## src/hdl/sbc_params.svh

```systemverilog
// Purpose: Offsets, field positions, reset values and codes of the counter block
// Assumes: Included once per compilation unit through the guard
// Notes:   Byte addresses on the AXI4-Lite register bus
`ifndef SBC_PARAMS_SVH
`define SBC_PARAMS_SVH

// Register byte offsets
`define SBC_CTRL_OFS       4'h0
`define SBC_PRESET_OFS     4'h4
`define SBC_STATUS_OFS     4'h8

// Control register fields
`define SBC_CTRL_CLEAR_BIT 0
`define SBC_CTRL_LOAD_BIT  1
`define SBC_CTRL_GATE_BIT  2

// Status register fields
`define SBC_STAT_TERM_BIT  4
`define SBC_STAT_KNOWN_BIT 5

// Reset values and constants
`define SBC_GATE_RST       1'h1
`define SBC_PRESET_RST     4'h0
`define SBC_COUNT_MAX      4'hf
`define SBC_RESP_OKAY      2'h0
`define SBC_RESP_SLVERR    2'h2

`endif

```

## src/hdl/sbc_pkg.sv

```systemverilog
// Purpose: Types shared by the counter block
// Assumes: sbc_params.svh holds every number
// Notes:   State of the top module is one packed struct
package sbc_pkg;

	typedef logic [3:0] sbc_nibble_t;
	typedef logic [3:0] sbc_addr_t;

	// Operating modes in order of precedence
	typedef enum logic [1:0] {
		SBC_MODE_CLEAR,
		SBC_MODE_LOAD,
		SBC_MODE_COUNT,
		SBC_MODE_HOLD
	} sbc_mode_t;

	// Whole state of the counter module
	typedef struct packed {
		sbc_nibble_t count;
		logic        count_known;
		logic        sw_clear;
		logic        sw_load;
		logic        count_gate;
		sbc_nibble_t preset;
		logic        aw_held;
		sbc_addr_t   aw_addr;
		logic        w_held;
		logic [31:0] w_data;
		logic [3:0]  w_strb;
		logic        bvalid;
		logic [1:0]  bresp;
		logic        rvalid;
		logic [31:0] rdata;
		logic [1:0]  rresp;
	} sbc_state_t;

endpackage

```

## src/hdl/sbc_counter.sv

```systemverilog
// Purpose: 4-bit synchronous up-counter with clear, load, two enables and terminal count
// Assumes: All pins come from logic on the same clock; AXI4-Lite master on that clock
// Notes:   rst_n clears the bus side except the gate bit, which it sets, and clears the count-known flag; the count itself has no asynchronous reset
//
// Added by the designer: the register offsets and the AXI4-Lite slave port.
`include "sbc_params.svh"

// Function
// - Four-bit count steps through sixteen states, wrapping fifteen to zero.
// - Count changes only on the rising clock edge, never on the falling one.
// - Mode priority: clear, then load, then count, else hold.
// - Clear low at a rising edge forces the count to zero.
// - Load low with clear high copies the load value into the count.
// - Clear and load high, both enables high: count increments by one; here the gate bit of the control register must also be set.
// - Clear and load high, either enable low: count holds.
// - Terminal count is high when trickle enable is high and count is fifteen.
// - Control inputs are sampled only at the rising edge.
module sbc_counter
	import sbc_pkg::*;
(
	// Clock and bus reset
	input  wire logic        clock,
	input  wire logic        rst_n,
	// Counter control pins
	input  wire logic        sync_clear_n,
	input  wire logic        load_enable_n,
	input  wire logic        count_enable_parallel,
	input  wire logic        count_enable_trickle,
	input  wire sbc_nibble_t load_value,
	// Counter outputs
	output sbc_nibble_t      count_value,
	output logic             terminal_count,
	// AXI4-Lite write address and data
	input  wire logic        s_axi_awvalid,
	output logic             s_axi_awready,
	input  wire sbc_addr_t   s_axi_awaddr,
	input  wire logic        s_axi_wvalid,
	output logic             s_axi_wready,
	input  wire logic [31:0] s_axi_wdata,
	input  wire logic [3:0]  s_axi_wstrb,
	// AXI4-Lite write response
	output logic             s_axi_bvalid,
	input  wire logic        s_axi_bready,
	output logic [1:0]       s_axi_bresp,
	// AXI4-Lite read
	input  wire logic        s_axi_arvalid,
	output logic             s_axi_arready,
	input  wire sbc_addr_t   s_axi_araddr,
	output logic             s_axi_rvalid,
	input  wire logic        s_axi_rready,
	output logic [31:0]      s_axi_rdata,
	output logic [1:0]       s_axi_rresp
);

	sbc_state_t st;
	sbc_state_t next_st;
	sbc_mode_t  mode;
	logic       clear_req;
	logic       load_req;
	logic       count_en;
	logic       aw_now;
	logic       w_now;
	sbc_addr_t  wr_addr;
	logic [31:0] wr_data;
	logic [3:0] wr_strb;

	// Fixed-precedence mode decode, shared by logic and checks
	function automatic sbc_mode_t sbc_mode_of(input logic clr, input logic ld, input logic en);
		if (clr) begin
			return SBC_MODE_CLEAR;
		end else if (ld) begin
			return SBC_MODE_LOAD;
		end else if (en) begin
			return SBC_MODE_COUNT;
		end
		return SBC_MODE_HOLD;
	endfunction

	// Address decode, shared by read and write paths
	function automatic logic sbc_mapped(input sbc_addr_t a);
		return (a == `SBC_CTRL_OFS) || (a == `SBC_PRESET_OFS) || (a == `SBC_STATUS_OFS);
	endfunction

	// sampled at edge: requests from pins and from one-cycle software pulses
	assign clear_req = !sync_clear_n || st.sw_clear;
	assign load_req  = !load_enable_n || st.sw_load;
	assign count_en  = count_enable_parallel && count_enable_trickle && st.count_gate;
	assign mode      = sbc_mode_of(clear_req, load_req, count_en);

	// terminal count decode; combinational, so it may spike between edges
	assign terminal_count = count_enable_trickle && (st.count == `SBC_COUNT_MAX);
	assign count_value    = st.count;

	// Bus handshake outputs; a pending response blocks new writes
	assign s_axi_awready = !st.aw_held && !st.bvalid;
	assign s_axi_wready  = !st.w_held && !st.bvalid;
	assign s_axi_arready = !st.rvalid;
	assign s_axi_bvalid  = st.bvalid;
	assign s_axi_bresp   = st.bresp;
	assign s_axi_rvalid  = st.rvalid;
	assign s_axi_rdata   = st.rdata;
	assign s_axi_rresp   = st.rresp;

	// Address and data may arrive in either order; use held copy or live bus
	assign aw_now  = st.aw_held || (s_axi_awvalid && s_axi_awready);
	assign w_now   = st.w_held || (s_axi_wvalid && s_axi_wready);
	assign wr_addr = st.aw_held ? st.aw_addr : s_axi_awaddr;
	assign wr_data = st.w_held ? st.w_data : s_axi_wdata;
	assign wr_strb = st.w_held ? st.w_strb : s_axi_wstrb;

	// Next-state logic for counter and register slave
	always_comb begin
		next_st = st;
		// Software pulses last exactly one cycle
		next_st.sw_clear = 1'b0;
		next_st.sw_load  = 1'b0;
		case (mode)
			SBC_MODE_CLEAR: begin
				next_st.count       = 4'h0;
				next_st.count_known = 1'b1;
			end
			SBC_MODE_LOAD: begin
				next_st.count       = !load_enable_n ? load_value : st.preset;
				next_st.count_known = 1'b1;
			end
			SBC_MODE_COUNT: begin
				next_st.count = st.count + 4'h1;
			end
			SBC_MODE_HOLD: begin
				next_st.count = st.count;
			end
			default: begin
				next_st.count = st.count;
			end
		endcase
		// Capture write halves that arrive alone
		if (s_axi_awvalid && s_axi_awready) begin
			next_st.aw_held = 1'b1;
			next_st.aw_addr = s_axi_awaddr;
		end
		if (s_axi_wvalid && s_axi_wready) begin
			next_st.w_held = 1'b1;
			next_st.w_data = s_axi_wdata;
			next_st.w_strb = s_axi_wstrb;
		end
		// Both halves present: perform the write and raise the response
		if (aw_now && w_now && !st.bvalid) begin
			next_st.aw_held = 1'b0;
			next_st.w_held  = 1'b0;
			next_st.bvalid  = 1'b1;
			next_st.bresp   = sbc_mapped(wr_addr) ? `SBC_RESP_OKAY : `SBC_RESP_SLVERR;
			if (wr_strb[0] && wr_addr == `SBC_CTRL_OFS) begin
				next_st.sw_clear   = wr_data[`SBC_CTRL_CLEAR_BIT];
				next_st.sw_load    = wr_data[`SBC_CTRL_LOAD_BIT];
				next_st.count_gate = wr_data[`SBC_CTRL_GATE_BIT];
			end
			if (wr_strb[0] && wr_addr == `SBC_PRESET_OFS) begin
				next_st.preset = wr_data[3:0];
			end
		end else if (st.bvalid && s_axi_bready) begin
			next_st.bvalid = 1'b0;
		end
		// Read answer one cycle after the address is taken
		if (s_axi_arvalid && s_axi_arready) begin
			next_st.rvalid = 1'b1;
			next_st.rresp  = sbc_mapped(s_axi_araddr) ? `SBC_RESP_OKAY : `SBC_RESP_SLVERR;
			next_st.rdata  = 32'h0;
			case (s_axi_araddr)
				`SBC_CTRL_OFS: begin
					next_st.rdata[`SBC_CTRL_GATE_BIT] = st.count_gate;
				end
				`SBC_PRESET_OFS: begin
					next_st.rdata[3:0] = st.preset;
				end
				`SBC_STATUS_OFS: begin
					next_st.rdata[3:0]                 = st.count;
					next_st.rdata[`SBC_STAT_TERM_BIT]  = terminal_count;
					next_st.rdata[`SBC_STAT_KNOWN_BIT] = st.count_known;
				end
				default: begin
					next_st.rdata = 32'h0;
				end
			endcase
		end else if (st.rvalid && s_axi_rready) begin
			next_st.rvalid = 1'b0;
		end
	end

	// rising edge only; reset leaves count alone, it holds while rst_n is low
	always_ff @(posedge clock or negedge rst_n) begin
		if (!rst_n) begin
			st.count_known <= 1'b0;
			st.sw_clear    <= 1'b0;
			st.sw_load     <= 1'b0;
			st.count_gate  <= `SBC_GATE_RST;
			st.preset      <= `SBC_PRESET_RST;
			st.aw_held     <= 1'b0;
			st.aw_addr     <= 4'h0;
			st.w_held      <= 1'b0;
			st.w_data      <= 32'h0;
			st.w_strb      <= 4'h0;
			st.bvalid      <= 1'b0;
			st.bresp       <= 2'h0;
			st.rvalid      <= 1'b0;
			st.rdata       <= 32'h0;
			st.rresp       <= 2'h0;
		end else begin
			st <= next_st;
		end
	end

	// Checks on the counter behaviour
	a_clear_to_zero: assert property (@(posedge clock) disable iff (!rst_n)
		!sync_clear_n |=> (count_value == 4'h0)) else $error("clear did not zero count");

	a_clear_beats_load: assert property (@(posedge clock) disable iff (!rst_n)
		(!sync_clear_n && !load_enable_n && count_enable_parallel) |=> (count_value == 4'h0))
		else $error("load or count overrode clear");

	a_load_copies: assert property (@(posedge clock) disable iff (!rst_n)
		(sync_clear_n && !load_enable_n && !st.sw_clear) |=> (count_value == $past(load_value)))
		else $error("load value not copied");

	a_count_steps: assert property (@(posedge clock) disable iff (!rst_n)
		(mode == SBC_MODE_COUNT && st.count_known) |=> (count_value == $past(count_value) + 4'h1))
		else $error("count did not increment");

	a_wrap_to_zero: assert property (@(posedge clock) disable iff (!rst_n)
		(mode == SBC_MODE_COUNT && count_value == 4'hf && st.count_known) ##1 sync_clear_n
		|-> (count_value == 4'h0)) else $error("count did not wrap");

	a_hold_stable: assert property (@(posedge clock) disable iff (!rst_n)
		(sync_clear_n && load_enable_n && !st.sw_clear && !st.sw_load
		&& !(count_enable_parallel && count_enable_trickle) && st.count_known)
		|=> $stable(count_value)) else $error("count moved while held");

	a_term_high: assert property (@(posedge clock) disable iff (!rst_n)
		(count_enable_trickle && st.count_known && $past(count_value) == 4'he
		&& $past(mode) == SBC_MODE_COUNT) |-> terminal_count) else $error("terminal count missing");

	a_term_low: assert property (@(posedge clock) disable iff (!rst_n)
		(!count_enable_trickle || (st.count_known && count_value != 4'hf)) |-> !terminal_count)
		else $error("terminal count spurious");

	a_change_by_mode: assert property (@(posedge clock) disable iff (!rst_n)
		(st.count_known && $past(st.count_known) && !$stable(count_value))
		|-> ($past(mode) != SBC_MODE_HOLD)) else $error("count changed without mode");

	a_sw_clear_acts: assert property (@(posedge clock) disable iff (!rst_n)
		st.sw_clear |=> (count_value == 4'h0 && !st.sw_clear)) else $error("software clear failed");

endmodule

```

## config.mk

```make
export PLATFORM = sky130hd
export DESIGN_NAME = sbc_counter
export DESIGN_NICKNAME = d
export VERILOG_FILES = /design/src/hdl/sbc_pkg.sv /design/src/hdl/sbc_counter.sv
export VERILOG_INCLUDE_DIRS = /design/src /design/src/hdl
export SDC_FILE = /design/constraint.sdc
export NUM_CORES = 1
export LEC_CHECK = 0
export ABC_AREA = 1
export BUFFER_PORTS_ARGS = -buffer_cell sky130_fd_sc_hd__buf_2
export CAP_MARGIN = 20
export CORE_AREA = 2 2 74 76
export DETAILED_ROUTE_END_ITERATION = 12
export DIE_AREA = 0 0 76 78
export GPL_ROUTABILITY_DRIVEN = 0
export GPL_TIMING_DRIVEN = 0
export PLACE_DENSITY = 0.74
export SLEW_MARGIN = 20
export SYNTH_ARGS = -nofsm -noshare
export SYNTH_HDL_FRONTEND = slang
export SYNTH_SLANG_ARGS = --single-unit
```

## constraint.sdc

```tcl
create_clock -name clock -period 1.29 [get_ports clock]
set_input_delay 0.258 -clock clock [delete_from_list [all_inputs] [get_ports clock]]
set_output_delay 0.258 -clock clock [all_outputs]
set_load 0.03 [all_outputs]
```

* After elaboration in Yosys (flattened, before gate mapping)
Index checks and enable logic that the tools add are counted.
** Cells by class
- Bitwise logic cells :: 1
- Mux-type cells :: 28
- Reduce and logical (&&, ||, !) cells :: 39
- $add $sub $neg :: 1
- Eq/ne operators :: 8
** Operators with widths (count)
- 37-bit two-way mux :: 1
- 4-bit two-way mux :: 4
- 1-bit logical AND :: 14
- 2-bit two-way mux :: 7
- 4-bit == test, second input constant :: 3
- 4-bit one-hot mux with 3 select lines :: 1
- 1-bit two-way mux :: 9
- 4-bit by 3-bit == test with 1-bit output, second input constant :: 2
- 4-bit logical NOT :: 2
- 1-bit logical OR :: 8
- 8-bit two-way mux :: 1
- 2-bit nonzero test :: 4
- 1-bit logical NOT :: 6
- 2-bit AND reduction :: 3
- 5-bit two-way mux :: 1
- 4-bit by 1-bit adder with 4-bit output, second input constant :: 1
- 2-bit == test, second input constant :: 2
- 2-bit one-hot mux with 2 select lines :: 1
- 3-bit two-way mux :: 1
- 1-bit one-hot mux with 3 select lines :: 1
- 2-bit by 1-bit == test with 1-bit output, second input constant :: 1
- 2-bit logical NOT :: 1
- 1-bit one-hot mux with 2 select lines :: 1
- 2-bit OR reduction :: 1
- 1-bit NOT :: 1
** Storage, ports and cells
- Register bits after elaboration :: 66
- Word-level logic and storage cells :: 93
- Input port bits :: 59

* Logic depth before layout (Yosys ltp)
- Word-level depth :: 9
- Depth in mapped cells :: 9
- Depth with buffers taken out :: 9

* Worst setup path before layout
Ideal clock, no wire load.
- Path type :: register to register
- From :: register st, in the netlist s_axi_bvalid
- To :: register st[77] in the netlist's numbering
- Arrival time :: 1.601 ns
- Period minus slack after synthesis :: 1.726 ns
- Path slack :: -0.436 ns
- Required time :: 1.165 ns
- Cell stages (with the launch flop) :: 4
- Path buffers :: 0
- Cells stage by stage :: dfrtp_1 -> nor2_1 -> nand2_1 -> mux2_2
** Between the ends
- Longest elaborated chain between the ends :: 3
** Ends and longest elaborated chain
- start: declaration :: RTL line sbc_counter.sv:55 : sbc_state_t st;
- start signal: assignment :: RTL line sbc_counter.sv:208 : st <= next_st;
- 1-bit logical NOT :: RTL line sbc_counter.sv:95 : assign s_axi_awready = !st.aw_held && !st.bvalid;
- 1-bit logical AND :: RTL line sbc_counter.sv:95
- via s_axi_awready :: RTL line sbc_counter.sv:35 : output logic s_axi_awready,
- 1-bit logical AND :: RTL line sbc_counter.sv:137 : if (s_axi_awvalid && s_axi_awready) begin
The timed path passes the listed nets, and every way through them passes these cells.
A chain may end at the register's enable or synchronous reset.

* Final worst setup path
- From :: register st, in the netlist count_value[0]
- To :: output port terminal_count
** Between the ends
- Longest elaborated chain between the ends :: 2
** Ends and longest elaborated chain
- 4-bit == test (no source line)
- 1-bit logical AND :: RTL line sbc_counter.sv:91 : assign terminal_count = count_enable_trickle && (st.count == `SBC_COUNT_MAX);
- end: declaration :: RTL line sbc_counter.sv:32 : output logic terminal_count,
Every way passes these cells.

==> flow_summary.json <==
{
  "num_rows": 26,
  "setup_violations": 5,
  "dr.pass1.iters": 4,
  "cts_buffers": 5,
  "n_fill_cell": 474,
  "final.setup_skew_ns": 0.00704,
  "cpLargestDelayFamily": "flip-flops",
  "swShare": 0.406,
  "synthArstFlopShare": 0.879,
  "hold_violations": 28,
  "fin_hold_ws_ns": -0.0119,
  "drive_above_1_share": 0.447,
  "pwr-share-clk": 0.206,
  "synth-warning-count": 0,
  "fin_crit_sh": 1.17,
  "viasPerCell": 4.18,
  "die_x_um": 76,
  "path_cells": "ha_2 -> nand2_2 -> inv_2 -> nand3_2 -> inv_2 -> buf_6",
  "clk_path_buf_depth": 2,
  "tns_ns": -0.299,
  "outcome": "finished with violations",
  "worstMarginPinSlew_ns": 0.656,
  "fmax_ghz": 0.665,
  "synthCells": 257,
  "pwr-share-comb": 0.465,
  "intPower_mw": 2.90,
  "critPathMaxFanout": 2,
  "p_leak_nw": 1.56,
  "final_cell_mix": "nand2_1 (69), buf_4 (55), buf_2 (39)",
  "ff2ff_path_depth": 6,
  "path_class": "flip-flop to primary output",
  "ctsHtreeMaxLevel": 2,
  "slowest_delay_ns": 0.40,
  "hp-class": "input port to asynchronous set/reset pin",
  "drt_iter0_drc": 79,
  "critPathBufInv": 3,
  "cts.sink_count": 33,
  "crit_top_cell": "inv_2",
  "cap_violations": 0,
  "slowest_stage": "edfxtp_1",
  "slew_headroom": 0.563,
  "num_vias": 1782,
  "overflow": 0,
  "dieArea_um2": 5930,
  "dp_slack_ns": -0.123,
  "avgSynthCellArea_um2": 7.83,
  "core_um2": 5040,
  "post_drt_wl_per_cell_um": 10.1,
  "port_buffers": 45,
  "path_clk_slew_ns": 0.08,
  "ys_seq_area_frac": 0.421,
  "grtUsageTotal": 0.142,
  "insertedDiodeCount": 0,
  "clkLatencyLatePin_ns": 0.30,
  "synthToLayoutAreaGrowth_pct": 41.7,
  "yosysUniqueCellTypes": 28,
  "ios": 105,
  "seqPwrFrac": 0.329,
  "power.switching_mw": 1.98,
  "ir_drop_v": 0.00137,
  "ys_ff_latch": 33,
  "antenna_found_initial": 0,
  "finalCriticalPeriod_ns": 1.50,
  "cts_tree": "done",
  "multi_input_area_um2": 936,
  "layout_setup_ws_ns": -0.213,
  "ctsRootBufferMaster": "clkbuf_8",
  "synth-main-ff-cell": "dfrtp_1",
  "worst_ep_required_time_ns": 1.03,
  "ff_latch_area_um2": 850,
  "drt_wl_total_um": 4320,
  "rsz0062_at_grt": "true",
  "start_util": 0.399,
  "instances_no_fill": 426,
  "postLayoutCoreUtil": 0.566,
  "violations": "negative hold slack, negative setup slack",
  "route.antenna.remaining_nets": 0,
  "final_common_cell": "nand2_1",
  "grt_pass1_wl_um": 6800,
  "post-place-cells": 399,
  "ctsHoldBuffers": 0,
  "netlist_area_um2": 2010,
  "finalMaxSlewViolations": 0,
  "crit_arrival_ns": 1.25,
  "start_kind": "flip-flop",
  "grt_max_degree": 31,
  "nNetsFinal": 415,
  "cp-end-kind": "primary output",
  "grt_pass1_vias": 1597,
  "p_per_area_nw_per_um2": 1710,
  "crit_cells": 6,
  "dpl.hpwl_um": 3080,
  "die_h_um": 78,
  "drc": 0,
  "synth-edff-count": 4
}
-- per-layer routing --
| metal | wire length [um] | global-route usage | vias to the layer above |
|---|---|---|---|
| li1 | - | - | 938 |
| met3 | 241 | 0.0360 | 7 |
| met1 | 1790 | 0.167 | 784 |
| met4 | 73 | 0.0636 | 0 |
| met2 | 2210 | 0.244 | 53 |
| met5 | 0 | 0 | - |
-- stage by stage --
step	instance area (um^2)	total power [mW]
floorplan	2130	2.95
finish	2850	4.88
detailed placement	2440	3.34
global placement	2440	3.28
CTS	2700	4.57
global route	2850	5.18
-- kinds of logic after synthesis --
logic type | count (synthesis) | share of synthesized area
other cells | 1 | 0.00186
mux | 3 | 0.0168
fa+ha+maj | 1 | 0.00622
simple gates | 117 | 0.252
buf+inv | 73 | 0.218
flops | 33 | 0.421
compound gates | 29 | 0.0833
-- area by class of cell --
type                       instances  area share
sequential                        33       0.298
buffer                            40       0.108
clock inverter                     3      0.0158
clock buffer                       5      0.0241
inverter                          31      0.0426
multi-input combinational        178       0.328
tap                               70      0.0307
timing repair buffer              66       0.153
-- worst register-to-register path, stage by stage (launching register included) --
cell	delay (ns)
edfxtp_1	0.36
ha_2	0.20
nand2_2	0.06
inv_2	0.07
buf_4	0.10
nor2_2	0.03
a22o_1	0.20
-- synth_stat cells (all sizes together) (3+ instances only) --
master / instances / share of area
edfxtp: 4 / 0.060
buf: 42 / 0.16
a21oi: 5 / 0.016
nand2: 80 / 0.16
o21ai: 16 / 0.040
inv: 30 / 0.056
nor2: 18 / 0.047
o22ai: 3 / 0.0093
nand3: 15 / 0.037
dfrtp: 28 / 0.35
mux2: 3 / 0.017
-- what timing repair did --
action                                 in CTS  in global routing
resized for setup                          21                 30
endpoints found under the hold margin       0                  0
cloned                                      0                  1
pin swaps                                   2                 18
buffers inserted                           14                  8
setup endpoints to repair                   8                 27
-- power by group through the flow --
stage / clock network, mW / logic [mW] / registers [mW]
after floorplan: 0 / 1.36 / 1.60
after global placement: 0 / 1.69 / 1.59
after detailed placement: 0 / 1.73 / 1.61
after CTS: 1.03 / 1.96 / 1.58
after global routing: 1.06 / 2.48 / 1.64
final: 1.00 / 2.27 / 1.60
-- registers in the layout, summed over array words and instances (netlist names) --
name          cells
s_axi_rdata       6
s_axi_rvalid      1
count_value       4
s_axi_bvalid      1
s_axi_bresp       1
s_axi_rresp       1
st               19
-- path summary, 6_finish.rpt --
kind	end	startpoint	slack, ns
max in group asynchronous	st[79]$_DFFE_PN0P_	rst_n	0.84
min in group clock	s_axi_bvalid$_DFFE_PN0P_	s_axi_bready	0.15
hold reg to reg	st[87]$_DFFE_PN0P_	st[87]$_DFFE_PN0P_	0.45
setup reg to reg	count_value[2]$_DFFE_PP_	count_value[0]$_DFFE_PP_	0.03
hold / removal	st[76]$_DFFE_PN0P_	rst_n	-0.01
setup / recovery	terminal_count	count_value[0]$_DFFE_PP_	-0.21
Power figures use the tool's default switching activity.
